==> src/rtl/jms_map.vh <==
// Constants for the compression mode sequencer: mode codes, markers,
// marker-enable bit positions, reset values.
// Assumes inclusion by bare name from the sequencer and bench files.
`ifndef JMS_MAP_VH
`define JMS_MAP_VH

// Mode register codes
`define JMS_MODE_COMP      4'h0
`define JMS_MODE_AUTO_BRC  4'h1
`define JMS_MODE_STAT      4'h2
`define JMS_MODE_COMP_BRC  4'h3
`define JMS_MODE_TABLES    4'h4
`define JMS_MODE_PRE_ENC   4'h5
`define JMS_MODE_EXPAND    4'h8
`define JMS_MODE_PREVIEW   4'h9
`define JMS_MODE_PRE_DEC   4'hA

// Frame markers
`define JMS_SOF_BASE       16'hFFC0
`define JMS_SOF_LOSSLESS   16'hFFC3

// Marker enable bit positions
`define JMS_EN_APP         0
`define JMS_EN_COM         1
`define JMS_EN_DRI         2
`define JMS_EN_DQT         3
`define JMS_EN_DHT         4
`define JMS_EN_PRELOAD_QUANT_TABLES        5
`define JMS_EN_PRELOAD_HUFFMAN_TABLES        6

// Segment codes put into the output stream
`define JMS_SEG_SOI        3'h0
`define JMS_SEG_APP        3'h1
`define JMS_SEG_COM        3'h2
`define JMS_SEG_DRI        3'h3
`define JMS_SEG_DQT        3'h4
`define JMS_SEG_DHT        3'h5
`define JMS_SEG_SOF        3'h6
`define JMS_SEG_EOI        3'h7

// Reset value, lossless precision limits, FIFO depth
`define JMS_SF_RESET       16'h0100
`define JMS_LOSSLESS_MAXP  4'hC
`define JMS_LOSSLESS_MINP  4'h2
`define JMS_FIFO_DEPTH     4

`endif

==> src/rtl/jms_fifo.v <==
// Small synchronous FIFO with valid/ready on both sides.
// Assumes one clock and a synchronous active-low reset.
`timescale 1ns/100ps
module jms_fifo #(
  parameter WIDTH = 8,
  parameter DEPTH = 4,
  parameter AW    = 2
) (
  input  wire             sys_clk,
  input  wire             rstn,
  input  wire [WIDTH-1:0] in_data,
  input  wire             in_valid,
  output wire             in_ready,
  output wire [WIDTH-1:0] out_data,
  output wire             out_valid,
  input  wire             out_ready
);
  reg [WIDTH-1:0] mem_q [0:DEPTH-1];
  reg [AW-1:0]    wr_q;
  reg [AW-1:0]    rd_q;
  reg [AW:0]      cnt_q;
  wire            push;
  wire            pop;

  assign in_ready  = (cnt_q != DEPTH[AW:0]);
  assign out_valid = (cnt_q != {(AW+1){1'b0}});
  assign out_data  = mem_q[rd_q];
  assign push      = in_valid & in_ready;
  assign pop       = out_valid & out_ready;

  // Storage and pointers
  always @(posedge sys_clk)
  begin
    if (!rstn)
    begin
      wr_q  <= {AW{1'b0}};
      rd_q  <= {AW{1'b0}};
      cnt_q <= {(AW+1){1'b0}};
    end
    else
    begin
      if (push)
      begin
        mem_q[wr_q] <= in_data;
        wr_q        <= (wr_q == DEPTH[AW-1:0] - 1'b1) ? {AW{1'b0}} : wr_q + 1'b1;
      end
      if (pop)
        rd_q <= (rd_q == DEPTH[AW-1:0] - 1'b1) ? {AW{1'b0}} : rd_q + 1'b1;
      cnt_q <= cnt_q + {{AW{1'b0}}, push} - {{AW{1'b0}}, pop};
    end
  end
endmodule // jms_fifo

==> src/rtl/jms_sequencer.v <==
// Mode sequencer: decodes the mode, picks baseline or lossless, emits segment codes.
// Assumes a launch is a host write to internal-memory address zero.
`timescale 1ns/100ps
`include "jms_map.vh"

// Operation
// - Mode register selects one of nine operations: six encode, three decode.
// - Marker FFC0 selects baseline, FFC3 selects lossless; source depends on direction.
// - Rate control, statistical pass and preview are baseline only; a lossless marker in preview is not rejected.
// - Compression emits compulsory segments plus enabled optional segments.
// - Enabled DQT scales stored tables by scale factor and emits them.
// - Compression ends by writing a new scale factor; host may override.
// - Statistical pass encodes without code output, accumulating volume and activity.
// - Statistical pass ends writing scale, allocation, volume and activity.
// - Rate-controlled pass budgets each block from activity and allocation factor.
// - Block code truncates beyond budget or maximum block volume.
// - Auto rate control: statistical pass then rate-controlled pass, rescaling tables.
// - Tables-only pass emits SOI, enabled tables, APP, COM, EOI; no pixels.
// - Encode preload loads scaled quant and encoder Huffman tables; interfaces idle.
// - Decode preload loads tables per preload bits; interfaces idle.
// - Lossless compression bypasses transform and quantization, two Huffman tables.
// - Lossless supports precision 2 to 12 bits and horizontal subsampling.
// - Lossless ignores point transform, treating it as zero.
// - Expansion copies segments to memory and decodes tables into stores.
// - A repeated segment type overwrites the stored one.
// - Preview decodes DC only, level-shifts, one sample per block.
// - Lossless marker in expansion selects lossless decoding.
// - Write to internal-memory address zero launches an operation.
// - Direction change invalidates Huffman store; quant store stays valid.
module jms_sequencer #(
  parameter SFW = 16,
  parameter CVW = 24
) (
  input  wire           sys_clk,
  input  wire           rstn,
  input  wire [3:0]     mode,
  input  wire           go_wr,
  input  wire [SFW-1:0] host_sf_data,
  input  wire           host_sf_wr,
  input  wire [15:0]    mem_frame_marker,
  input  wire [15:0]    in_frame_marker,
  input  wire           in_marker_valid,
  input  wire [6:0]     markers_en,
  input  wire [3:0]     sample_precision,
  input  wire [3:0]     scan_point_transform,
  input  wire [CVW-1:0] target_code_volume,
  input  wire [CVW-1:0] max_block_code_volume,
  input  wire           block_done,
  input  wire [15:0]    block_activity,
  input  wire [15:0]    block_bits,
  input  wire           image_done,
  input  wire           seg_in_valid,
  input  wire [2:0]     seg_in_type,
  output wire [2:0]     seg_out_data,
  output wire           seg_out_valid,
  input  wire           seg_out_ready,
  output reg            busy,
  output reg            lossless,
  output reg            bad_mode,
  output reg            pixel_active,
  output reg            code_active,
  output reg            dct_bypass,
  output reg            quant_bypass,
  output reg            dc_only,
  output reg  [3:0]     point_transform,
  output reg            huff_valid,
  output reg            huff_enc_fmt,
  output reg            quant_load,
  output reg            huff_load,
  output reg            seg_store_wr,
  output reg  [2:0]     seg_store_type,
  output reg            block_truncate,
  output reg  [15:0]    block_budget,
  output reg  [SFW-1:0] scale_factor_reg,
  output reg  [SFW-1:0] allocation_factor_reg,
  output reg  [CVW-1:0] accumulated_code_volume,
  output reg  [CVW-1:0] total_activity_measure
);
  // ------
  // States and helpers
  // ------
  localparam S_IDLE  = 3'd0;
  localparam S_FRAME = 3'd1;
  localparam S_HDR   = 3'd2;
  localparam S_STAT  = 3'd3;
  localparam S_CODE  = 3'd4;
  localparam S_TRAIL = 3'd5;
  localparam S_LOAD  = 3'd6;
  localparam S_EXP   = 3'd7;

  // Decodes a mode code into its class: 0 encode, 1 decode, 2 invalid
  function [1:0] mode_class;
    input [3:0] m;
    begin
      case (m)
        `JMS_MODE_COMP, `JMS_MODE_AUTO_BRC, `JMS_MODE_STAT,
        `JMS_MODE_COMP_BRC, `JMS_MODE_TABLES, `JMS_MODE_PRE_ENC: mode_class = 2'd0;
        `JMS_MODE_EXPAND, `JMS_MODE_PREVIEW, `JMS_MODE_PRE_DEC: mode_class = 2'd1;
        default: mode_class = 2'd2;
      endcase
    end
  endfunction

  // Baseline-only modes
  function base_only;
    input [3:0] m;
    begin
      base_only = (m == `JMS_MODE_AUTO_BRC) || (m == `JMS_MODE_STAT) ||
                  (m == `JMS_MODE_COMP_BRC) || (m == `JMS_MODE_PREVIEW);
    end
  endfunction

  reg  [2:0]     st_q;
  reg  [3:0]     op_q;
  reg            rate_ctl_q;
  reg            dir_dec_q;
  reg            dir_known_q;
  reg  [2:0]     seg_idx_q;
  reg  [2:0]     push_data;
  reg            push_valid;
  wire           push_ready;
  wire [SFW-1:0] new_scale_factor;
  wire [SFW-1:0] naf;
  wire           is_loss;
  wire           hdr_seg_en;
  wire [1:0]     mcls;

  // New scale factor from volume and target, allocation factor from activity and target
  assign new_scale_factor = (accumulated_code_volume > target_code_volume) ?
               scale_factor_reg + 1'b1 : scale_factor_reg;
  assign naf = total_activity_measure[SFW-1:0] ^ target_code_volume[SFW-1:0];
  assign is_loss = (mem_frame_marker == `JMS_SOF_LOSSLESS);
  assign mcls    = mode_class(mode);

  // Which header segment in index order is enabled
  assign hdr_seg_en = (seg_idx_q == `JMS_SEG_SOI) || (seg_idx_q == `JMS_SEG_EOI) ||
                      (seg_idx_q == `JMS_SEG_SOF && op_q != `JMS_MODE_TABLES) ||
                      (seg_idx_q == `JMS_SEG_APP && markers_en[`JMS_EN_APP]) ||
                      (seg_idx_q == `JMS_SEG_COM && markers_en[`JMS_EN_COM]) ||
                      (seg_idx_q == `JMS_SEG_DRI && markers_en[`JMS_EN_DRI] &&
                       op_q != `JMS_MODE_TABLES) ||
                      (seg_idx_q == `JMS_SEG_DQT && markers_en[`JMS_EN_DQT]) ||
                      (seg_idx_q == `JMS_SEG_DHT && markers_en[`JMS_EN_DHT]);

  // ------
  // Segment output FIFO
  // ------
  jms_fifo #(
    .WIDTH (3),
    .DEPTH (`JMS_FIFO_DEPTH),
    .AW    (2)
  ) u_fifo (
    .sys_clk   (sys_clk),
    .rstn      (rstn),
    .in_data   (push_data),
    .in_valid  (push_valid),
    .in_ready  (push_ready),
    .out_data  (seg_out_data),
    .out_valid (seg_out_valid),
    .out_ready (seg_out_ready)
  );

  // Header walk pushes a segment code when enabled
  always @*
  begin
    push_data  = seg_idx_q;
    push_valid = 1'b0;
    if (st_q == S_HDR && hdr_seg_en && seg_idx_q != `JMS_SEG_EOI)
      push_valid = 1'b1;
    else if (st_q == S_TRAIL)
    begin
      push_data  = `JMS_SEG_EOI;
      push_valid = 1'b1;
    end
  end

  // ------
  // Sequencer
  // ------
  always @(posedge sys_clk)
  begin
    if (!rstn)
    begin
      st_q <= S_IDLE;
      op_q <= `JMS_MODE_COMP;
      rate_ctl_q <= 1'b0;
      dir_dec_q <= 1'b0;
      dir_known_q <= 1'b0;
      seg_idx_q <= 3'h0;
      busy <= 1'b0;
      lossless <= 1'b0;
      bad_mode <= 1'b0;
      pixel_active <= 1'b0;
      code_active <= 1'b0;
      dct_bypass <= 1'b0;
      quant_bypass <= 1'b0;
      dc_only <= 1'b0;
      point_transform <= 4'h0;
      huff_valid <= 1'b0;
      huff_enc_fmt <= 1'b0;
      quant_load <= 1'b0;
      huff_load <= 1'b0;
      seg_store_wr <= 1'b0;
      seg_store_type <= 3'h0;
      block_truncate <= 1'b0;
      block_budget <= 16'h0000;
      scale_factor_reg <= `JMS_SF_RESET;
      allocation_factor_reg <= {SFW{1'b0}};
      accumulated_code_volume <= {CVW{1'b0}};
      total_activity_measure <= {CVW{1'b0}};
    end
    else
    begin
      quant_load     <= 1'b0;
      huff_load      <= 1'b0;
      seg_store_wr   <= 1'b0;
      block_truncate <= 1'b0;
      if (host_sf_wr && st_q == S_IDLE)
        scale_factor_reg <= host_sf_data;
      point_transform <= (lossless || (st_q == S_FRAME && is_loss) ||
                          (in_marker_valid && in_frame_marker == `JMS_SOF_LOSSLESS)) ?
                         4'h0 : scan_point_transform;
      case (st_q)
        S_IDLE:
        begin
          if (go_wr)
          begin
            op_q     <= mode;
            bad_mode <= (mcls == 2'd2);
            if (mcls != 2'd2)
            begin
              busy <= 1'b1;
              if (dir_known_q && dir_dec_q != mcls[0])
                huff_valid <= 1'b0;
              dir_known_q   <= 1'b1;
              dir_dec_q     <= mcls[0];
              huff_enc_fmt  <= ~mcls[0];
              rate_ctl_q    <= (mode == `JMS_MODE_COMP_BRC);
              accumulated_code_volume <= {CVW{1'b0}};
              total_activity_measure  <= {CVW{1'b0}};
              seg_idx_q     <= 3'h0;
              st_q          <= S_FRAME;
            end
          end
        end
        S_FRAME:
        begin
          // Decide direction and baseline or lossless
          if (op_q == `JMS_MODE_PRE_ENC || op_q == `JMS_MODE_PRE_DEC)
            st_q <= S_LOAD;
          else if (mode_class(op_q) == 2'd1)
          begin
            st_q         <= S_EXP;
            lossless     <= 1'b0;
            quant_bypass <= 1'b0;
            pixel_active <= 1'b1;
            code_active  <= 1'b1;
            dc_only      <= (op_q == `JMS_MODE_PREVIEW);
            dct_bypass   <= (op_q == `JMS_MODE_PREVIEW);
          end
          else
          begin
            lossless     <= is_loss;
            dct_bypass   <= is_loss;
            quant_bypass <= is_loss;
            // Baseline-only encode modes on a lossless frame abort
            if ((is_loss && base_only(op_q)) ||
                (is_loss && (sample_precision < `JMS_LOSSLESS_MINP ||
                             sample_precision > `JMS_LOSSLESS_MAXP)))
            begin
              bad_mode <= 1'b1;
              busy     <= 1'b0;
              st_q     <= S_IDLE;
            end
            else if (op_q == `JMS_MODE_STAT || op_q == `JMS_MODE_AUTO_BRC)
            begin
              st_q <= S_STAT;
              if (markers_en[`JMS_EN_DQT])
                quant_load <= 1'b1;
              pixel_active <= 1'b1;
            end
            else
              st_q <= S_HDR;
          end
        end
        S_HDR:
        begin
          // Walk segment codes in fixed order
          if (!hdr_seg_en || push_ready || seg_idx_q == `JMS_SEG_EOI)
          begin
            if (seg_idx_q == `JMS_SEG_DQT && hdr_seg_en)
              quant_load <= 1'b1;
            if (seg_idx_q == `JMS_SEG_DHT && hdr_seg_en)
            begin
              huff_load  <= 1'b1;
              huff_valid <= 1'b1;
            end
            if (seg_idx_q == `JMS_SEG_SOF || seg_idx_q == `JMS_SEG_EOI)
            begin
              if (op_q == `JMS_MODE_TABLES)
                st_q <= S_TRAIL;
              else
              begin
                st_q         <= S_CODE;
                pixel_active <= 1'b1;
                code_active  <= 1'b1;
              end
            end
            else
              seg_idx_q <= seg_idx_q + 3'h1;
          end
        end
        S_STAT:
        begin
          // Encode without code output
          if (block_done)
          begin
            accumulated_code_volume <= accumulated_code_volume + {{(CVW-16){1'b0}}, block_bits};
            total_activity_measure  <= total_activity_measure + {{(CVW-16){1'b0}}, block_activity};
          end
          if (image_done)
          begin
            scale_factor_reg      <= new_scale_factor;
            allocation_factor_reg <= naf;
            pixel_active          <= 1'b0;
            if (op_q == `JMS_MODE_AUTO_BRC)
            begin
              rate_ctl_q    <= 1'b1;
              quant_load    <= 1'b1;
              st_q          <= S_HDR;
            end
            else
            begin
              busy <= 1'b0;
              st_q <= S_IDLE;
            end
          end
        end
        S_CODE:
        begin
          // Block budget before each block, truncation while coding
          if (rate_ctl_q)
          begin
            block_budget <= block_activity ^ allocation_factor_reg[15:0];
            if (({{(CVW-16){1'b0}}, block_bits} > {{(CVW-16){1'b0}}, block_budget}) ||
                ({{(CVW-16){1'b0}}, block_bits} > max_block_code_volume))
              block_truncate <= 1'b1;
          end
          if (image_done)
          begin
            scale_factor_reg <= new_scale_factor;
            pixel_active     <= 1'b0;
            code_active      <= 1'b0;
            st_q             <= S_TRAIL;
          end
          if (block_done)
            accumulated_code_volume <= accumulated_code_volume + {{(CVW-16){1'b0}}, block_bits};
        end
        S_TRAIL:
        begin
          if (push_ready)
          begin
            busy <= 1'b0;
            st_q <= S_IDLE;
          end
        end
        S_LOAD:
        begin
          // Preload with interfaces idle
          quant_load   <= markers_en[`JMS_EN_PRELOAD_QUANT_TABLES];
          huff_load    <= markers_en[`JMS_EN_PRELOAD_HUFFMAN_TABLES];
          if (markers_en[`JMS_EN_PRELOAD_HUFFMAN_TABLES])
            huff_valid <= 1'b1;
          pixel_active <= 1'b0;
          code_active  <= 1'b0;
          busy         <= 1'b0;
          st_q         <= S_IDLE;
        end
        S_EXP:
        begin
          if (in_marker_valid && in_frame_marker == `JMS_SOF_LOSSLESS)
          begin
            lossless     <= 1'b1;
            dct_bypass   <= 1'b1;
            quant_bypass <= 1'b1;
          end
          else if (in_marker_valid && in_frame_marker == `JMS_SOF_BASE)
            lossless <= 1'b0;
          if (seg_in_valid)
          begin
            seg_store_wr   <= 1'b1;
            seg_store_type <= seg_in_type;
            if (seg_in_type == `JMS_SEG_DQT)
              quant_load <= 1'b1;
            if (seg_in_type == `JMS_SEG_DHT)
            begin
              huff_load  <= 1'b1;
              huff_valid <= 1'b1;
            end
          end
          if (image_done)
          begin
            pixel_active <= 1'b0;
            code_active  <= 1'b0;
            dc_only      <= 1'b0;
            busy         <= 1'b0;
            st_q         <= S_IDLE;
          end
        end
        default:
          st_q <= S_IDLE;
      endcase
    end
  end
endmodule // jms_sequencer

==> config.mk <==
export PLATFORM = sky130hd
export DESIGN_NAME = jms_sequencer
export DESIGN_NICKNAME = d
export VERILOG_FILES = /design/src/rtl/jms_fifo.v /design/src/rtl/jms_sequencer.v
export VERILOG_INCLUDE_DIRS = /design/src /design/src/rtl
export SDC_FILE = /design/constraint.sdc
export NUM_CORES = 1
export LEC_CHECK = 0
export ABC_AREA = 1
export CORE_UTILIZATION = 45
export CTS_CLUSTER_DIAMETER = 80
export DETAILED_ROUTE_END_ITERATION = 6
export DONT_BUFFER_PORTS = 1
export GPL_ROUTABILITY_DRIVEN = 0
export SYNTH_ARGS = -nofsm -noshare
export SYNTH_HDL_FRONTEND = slang
export SYNTH_SLANG_ARGS = --single-unit
==> constraint.sdc <==
create_clock -name sys_clk -period 2.1 [get_ports sys_clk]
set_input_delay 0.42 -clock sys_clk [delete_from_list [all_inputs] [get_ports sys_clk]]
set_output_delay 0.42 -clock sys_clk [all_outputs]
set_load 0.01 [all_outputs]
== After elaboration in Yosys (flattened, before gate mapping) ==
Memory sizes are Yosys's and may differ from the RTL's. A register that Yosys moved wholly into a read port is not among the register bits.
Index checks and enable logic that the tools add are counted.

* Memory bits (writable): 12
* Bits in read-only memories: 64
* Output and inout bits: 121
* Word-level logic and storage cells: 310
* Memories kept: 3
* Register bits after elaboration: 137

* Order comparisons: 5
* Bitwise gates (word level): 6
* Equal/unequal tests: 66
* Add/sub/neg operators: 8
* Reductions and logical operators: 74
* Muxes and demuxes: 118

{| class="wikitable"
|+ Memory list
! name !! depth !! width !! rd ports !! clocked after Yosys merged registers in !! write ports !! RTL line !! text
|-
| (name not given) || 16 || 2 || 1 || 1 || 0 || jms_sequencer.v:95 || <nowiki>case (m)</nowiki>
|-
| (name not given) || 16 || 2 || 1 || 0 || 0 || jms_sequencer.v:95 ||
|-
| u_fifo.mem_q || 4 || 3 || 1 || 1 || 1 || jms_fifo.v:18 || <nowiki>reg [WIDTH-1:0] mem_q [0:DEPTH-1];</nowiki>
|}

{| class="wikitable"
|+ Operators with widths
! cell !! count
|-
| 24-bit two-way mux || 4
|-
| 24-bit case mux with 2 select lines || 2
|-
| 1-bit two-way mux || 67
|-
| 16-bit two-way mux || 4
|-
| 24-bit by 16-bit adder with 24-bit output || 2
|-
| 16-bit equality test, second input constant || 3
|-
| 3-bit two-way mux || 16
|-
| 2-bit != test, second input constant || 17
|-
| 16-bit XOR || 2
|-
| 3-bit equality test, second input constant || 10
|-
| 16-bit by 24-bit > comparator with 1-bit output || 1
|-
| 24-bit > comparator || 1
|-
| 3-bit case mux with 8 select lines || 1
|-
| 2-bit by 1-bit != test with 1-bit output, second input constant || 10
|-
| 1-bit logical OR || 19
|-
| 1-bit logical AND || 18
|-
| 2-bit two-way mux || 9
|-
| 16-bit by 1-bit adder with 16-bit output, second input constant || 1
|-
| 16-bit > comparator || 1
|-
| 8-bit AND reduction || 2
|-
| 5-bit AND reduction || 3
|-
| 3-bit by 2-bit equality test with 1-bit output, second input constant || 4
|-
| 4-bit by 2-bit equality test with 1-bit output, second input constant || 3
|-
| 3-bit != test, second input constant || 4
|-
| 39 further kinds || 73
|}

== Longest topological paths before layout ==
* Depth in word-level cells: 15
* Mapped depth: 17

== Cells and area by module ==
A second synthesis with hierarchy kept.

* Cell total of the unflattened synthesis: 1659
* Area, all modules: 10951.8 sq um

{| class="wikitable"
|+ By module, submodules not included
! module !! area an instance (sq um) !! cells an instance !! instances !! seq. area each (sq um)
|-
| jms_sequencer || 10002.1 || 1566 || 1 || 2642.5
|-
| jms_fifo || 949.7 || 93 || 1 || 540.5
|}

== Least setup slack after synthesis ==
OpenSTA, ideal clock, no wires.

* Kind: register to register
* Start: register seg_idx_q[0]
* End: register u_fifo.cnt_q[1]
* Setup slack: 39 ps
* Period minus slack after synthesis: 2061 ps
* Buffers on the path: 0
* Stages on the path, launching flop included: 16
* Arrival: 1994 ps
* Cell sequence: dfxtp_1 inv_1 ha_1 nand2_1 inv_1 nand2_1 nand2_1 nand3b_1 nand2_1 nand2_1 nand2_1 inv_1 ha_1 inv_1 fa_1 nor2_1

* Longest elaborated chain between the ends: 14
* Elaborated cells on any way between the ends: 29
* Classes of those cells: add/sub: 2; eq/ne: 8; mux: 1; bitwise: 1; reduce/logical: 17

{| class="wikitable"
|+ RTL lines
! item !! RTL line !! text
|-
| from (decl) || jms_sequencer.v:118 || <nowiki>reg [2:0] seg_idx_q;</nowiki>
|-
| from (signal assigned) || jms_sequencer.v:310 || <nowiki>seg_idx_q <= seg_idx_q + 3'h1;</nowiki>
|-
| 3-bit equality test (no source line) or 3-bit logical NOT (tied branches) || n/a ||
|-
| 1-bit logical OR or 1-bit logical AND (tied branches) || n/a ||
|-
| 1-bit logical OR (6 in series) || jms_sequencer.v:136 || <nowiki>assign hdr_seg_en = (seg_idx_q == `JMS_SEG_SOI) || (seg_idx_q == `JMS_SEG_EOI) ||</nowiki>
|-
| 1-bit logical AND || jms_sequencer.v:168 || <nowiki>if (st_q == S_HDR && hdr_seg_en && seg_idx_q != `JMS_SEG_EOI)</nowiki>
|-
| 1-bit logical AND (no source line) (*) || n/a ||
|-
| 1-bit two-way mux (*) || jms_sequencer.v:168 ||
|-
| 1-bit bitwise AND (*) || jms_fifo.v:28 || <nowiki>assign push = in_valid & in_ready;</nowiki>
|-
| 3-bit by 1-bit adder with 3-bit output (*) || jms_fifo.v:49 || <nowiki>cnt_q <= cnt_q + {{AW{1'b0}}, push} - {{AW{1'b0}}, pop};</nowiki>
|-
| 3-bit by 1-bit subtractor with 3-bit output (*) || jms_fifo.v:49 ||
|-
| to (signal assigned) || jms_fifo.v:38 || <nowiki>cnt_q <= {(AW+1){1'b0}};</nowiki>
|-
| to (signal assigned) || jms_fifo.v:49 ||
|-
| to (decl) || jms_fifo.v:21 || <nowiki>reg [AW:0] cnt_q;</nowiki>
|}

Every way passes the cells marked *; elsewhere a longest branch is shown, timed or not.
A chain may end at the register's enable or synchronous reset.

== Worst setup path after layout ==
* Start: register seg_idx_q[1]
* End: register u_fifo.cnt_q[1]

The elaborated chain is that of the path after synthesis.

==> results by stage <==
Timing:
- The worst pin sits at a relative slew slack of 0.626.
- The worst clock skew is ~0.015 ns.
- Setup violations remaining at the end of the flow were counted as 0.
- The maximum clock frequency is roughly 490 MHz.
- The count of pins over their slew limit is 0.
- The total count of hold-check failures in the final report is 0.
- The shortest period the worst path allows is 2.03 ns.
- The post-route clock period utilization is 0.967.
- After layout, the worst setup slack is around 0.07 ns.
- The slew of the pin with the lowest slew margin is 0.560 ns.
- Setup repair after global routing could not meet its margin everywhere.

Die:
- The die footprint is about 0.025 mm^2.
- The I/O pin total is 280.
- The floorplan row count is 57.
- The die width is 159 um.
- The floorplan die height is 159 um.
- The total area inside the core boundary comes to 0.0242 mm^2.
- For this configuration, the core starts out at a cell density of 0.459.

Drt:
- The number of nets still failing antenna checks after routing is 0.
- The first-pass iteration count of the detailed router is 6.
- The detailed-routed wire length on met3 is 2.61 mm.
- For this block, wires on met1 add up to 15.7 mm.
- For this block, the routed nets add up to 36.1 mm of wire.
- The total vias in the final route is between 10000 and 15000.
- The per-cell routed wire length is between 15 and 20 um.
- Summed over all nets, wire length on met2 after detailed routing comes to 16.6 mm.
- The per-cell via count in the routed design is 5.30.
- For this run, design rule violations remaining after detail routing come to 0.
- In this run the top signal layer used is met4.
- The detailed router's first-iteration violation count is a little over 800.

Synthesis:
- In this run, synthesis produced a sequential element count of 153.
- Synthesis handed over a netlist of 1720 instances.
- In the synthesized netlist the async set-or-reset flop fraction comes to 0.
- Among all flip-flop cells after synthesis, the most frequent one is sky130_fd_sc_hd__dfxtp_1.
- The post-synthesis net count is 1984.
- The netlist uses 46 different library cells.
- For this run, the number of Yosys warnings is 0.
- The count of flip-flops with a built-in enable after synthesis is 12.
- The sequential-to-total area share from yosys stat is 0.286.
- The mean cell area of the mapped netlist is 6.47 um^2.
- In this run the cell area of the synthesized design comes to 0.0111 mm^2.

Worst setup path:
- The worst setup path is of the flop to flop kind.
- The startpoint of the most critical register-to-register path is seg_idx_q[1].
- The worst register-to-register path ends at u_fifo.cnt_q[1].
- The nature of the critical path startpoint is a flop.
- The element type at the critical path end is a flop.
- At the worst endpoint, the arrival time is about 2.4 ns.
- The reg2reg setup slack is 0.07 ns.
- The data required time of the worst path is 2.42 ns.
- Measured in cells, the most critical reg-to-reg path has a length of 15.
- In this run the worst path has a maximum fanout of 3.

Placed design:
- Before CTS, the worst setup slack after placement is -0.110 ns.
- The sum of net half-perimeters after detailed placement is 29.0 mm.
- In this run the tool buffered the top-level ports with 0 buffer cells.

Power and ir drop:
- Of the total power, the share spent switching nets is 0.416.
- For this design the ratio of total power to cell area is 905 mW/mm^2.
- The static power due to leakage is 6.29 nW.
- After layout, the design draws a total of 0.0118 W.
- Of the total power, registers draw 0.330.
- The cell-internal power is ~0.0069 W.
- The power spent charging and discharging nets is 0.00492 W.
- The worst vdd rail ir drop is 505 uV.
- Of the total power, combinational logic draws 0.406.
- Of the total power, the clock network draws 0.263.

Global route:
- The first global-routing pass estimated about 56 mm of wire.
- The total global routing overflow is 0.
- For this run, the total global-route usage over all layers was measured as 0.283.
- The maximum number of pins on one net before global-route repair is 51.
- The number of antenna violations at the first check in global routing is 0.
- The via count of the first global-routing pass is 10700.

Clock tree:
- The CTS tree is yes.
- Counting the buffers created by CTS gives 17.
- The root buffer cell chosen for the clock tree is sky130_fd_sc_hd__clkbuf_16.
- The clock transition at the register clock pins on the worst setup and hold paths after CTS is 0.08 ns.
- The total number of H-tree levels is 4.
- In this run, post-CTS hold repair placed 0 buffers.
- At the later pin of the worst-skew pair, clock insertion delay measures 0.44 ns.
- The number of buffers on the longest clock path is 2.
- The number of clock sinks is around 150.

Cells and area:
- The number of inserted diodes is 0.
- Of the cells placed in the final design, the portion with a size suffix greater than 1 is 0.121.
- At the end of the flow, the number of nets in the layout was 2083.
- The synthesis-to-finish area growth is 17.6%.
- The largest registers in the layout are accumulated_code_volume: 24 flops, total_activity_measure: 24 flops.

Hold path:
- The worst hold path terminates at point_transform[1].
- The startpoint of the most critical hold path is scan_point_transform[1].
- The type of the worst min-delay path is input port to flop.
- The worst hold path depth is 2.

Outcome:
- The run finished with clean final reports.

Job:
- The max-capacitance violation count is 0.
-- logic make-up after synthesis --
kind of cell / synth area share
simple gates: 0.337
xor+xnor: 0.0323
buf+inv: 0.0879
fa+ha+maj: 0.120
compound gates: 0.136
flops: 0.286
-- through the flow --
stage	TNS, ns	cells	area (um^2)	util	hold slack, ns
5_1_grt	-0.182	2156	13100	0.539	0.0539
3_3_place_gp	-0.288	2115	12200	0.502	0.465
3_5_place_dp	-1.58	2115	12200	0.502	0.473
4_1_cts	0	2147	12800	0.527	0.0601
6_report	0	2156	13100	0.539	0.0806
2_1_floorplan	0	1720	11100	-	0.441
-- power by group through the flow --
stage / Clock (W) / Sequential, W / Combinational [W]
2_1_floorplan: 0 / 0.00387 / 0.00318
3_3_place_gp: 0 / 0.00392 / 0.00444
3_5_place_dp: 0 / 0.00393 / 0.00451
4_1_cts: 0.00317 / 0.00387 / 0.00455
5_1_grt: 0.00330 / 0.00396 / 0.00544
6_report: 0.00312 / 0.00391 / 0.00481
-- cells in the final DEF, fill, tap and decap left out, types with 9 or more instances in the layout --
cell | netlist | layout
sky130_fd_sc_hd__edfxtp_1 | 12 | 12
sky130_fd_sc_hd__a21oi_1 | 169 | 168
sky130_fd_sc_hd__o21ai_0 | 82 | 80
sky130_fd_sc_hd__nand2_1 | 469 | 461
sky130_fd_sc_hd__nor2_1 | 204 | 199
sky130_fd_sc_hd__nand3_1 | 124 | 122
sky130_fd_sc_hd__nand3b_1 | 19 | 19
sky130_fd_sc_hd__nand4_1 | 21 | 21
sky130_fd_sc_hd__inv_1 | 208 | 202
sky130_fd_sc_hd__ha_4 | 0 | 10
sky130_fd_sc_hd__buf_4 | 3 | 111
sky130_fd_sc_hd__inv_2 | 5 | 9
sky130_fd_sc_hd__nor3_1 | 19 | 16
sky130_fd_sc_hd__clkbuf_16 | 0 | 18
sky130_fd_sc_hd__dfxtp_1 | 141 | 133
sky130_fd_sc_hd__o211ai_1 | 11 | 11
sky130_fd_sc_hd__ha_1 | 102 | 91
sky130_fd_sc_hd__xor2_1 | 38 | 38
sky130_fd_sc_hd__nand2_2 | 4 | 11
-- Yosys cell counts, drive strengths merged (3+ instances only) --
cell type	n	share of area
dfxtp	141	0.25
nor2	210	0.075
inv	213	0.072
a21o	4	0.0027
o21ai	83	0.037
xnor2	3	0.0024
nor3	20	0.0094
nand3	127	0.058
xor2	38	0.030
nand3b	19	0.013
clkbuf	18	0.0061
and2	4	0.0025
a21oi	169	0.076
fa	3	0.0054
edfxtp	12	0.032
ha	102	0.11
nor4	5	0.0028
o211ai	11	0.0074
nand2	474	0.16
or2	5	0.0028
o22ai	5	0.0028
o21bai	3	0.0020
buf	17	0.0092
nand4	21	0.012
-- critical path, stage by stage (launching register included) --
cell and delay [ns]:
sky130_fd_sc_hd__dfxtp_4 0.37, sky130_fd_sc_hd__inv_4 0.08, sky130_fd_sc_hd__ha_4 0.14, sky130_fd_sc_hd__nand2_2 0.05
sky130_fd_sc_hd__inv_2 0.06, sky130_fd_sc_hd__nand2_1 0.04, sky130_fd_sc_hd__nand2_1 0.05, sky130_fd_sc_hd__nand3b_1 0.11
sky130_fd_sc_hd__nand2_1 0.06, sky130_fd_sc_hd__nand2_1 0.07, sky130_fd_sc_hd__nand2_2 0.07, sky130_fd_sc_hd__inv_2 0.10
sky130_fd_sc_hd__ha_4 0.14, sky130_fd_sc_hd__inv_2 0.03, sky130_fd_sc_hd__fa_2 0.52, sky130_fd_sc_hd__nor2_2 0.03
-- cell type report --
cell class                 instances  area, um^2
clock inverter                    15         153
sequential                       153        3200
fill                            2442       11200
multi-input combinational       1317        7170
tap                              324         405
inverter                         215         816
timing repair buffer             115         913
clock buffer                      17         425
-- layer usage --
| metal | up-vias | track usage |
|---|---|---|
| li1 | 5812 | - |
| met1 | 5163 | 0.347 |
| met2 | 373 | 0.469 |
| met3 | 69 | 0.0716 |
| met4 | 0 | 0.121 |
| met5 | - | 0 |
-- worst max path at each step --
stage                            from                           to  slack (ns)  depth (start not counted)
2_1_floorplan            seg_idx_q[0]              u_fifo.cnt_q[1]        0.04                         15
3_3_place_gp            block_bits[4]  accumulated_code_volume[15]       -0.07                          9
3_5_place_dp   target_code_volume[15]          scale_factor_reg[3]       -0.11                         12
4_1_cts                  seg_idx_q[1]              u_fifo.cnt_q[2]       0.005                         16
5_1_grt                  seg_idx_q[1]              u_fifo.cnt_q[2]       -0.06                         16
6_report                 seg_idx_q[1]              u_fifo.cnt_q[1]        0.07                         15
-- repair_timing --
item                       in CTS  in global routing
gates resized for setup         8                 58
gates cloned                    0                  1
pin swaps                       0                 14
buffers inserted                0                  8
setup endpoints to repair       3                 39
No activity file was read; power rests on OpenSTA's default activity.
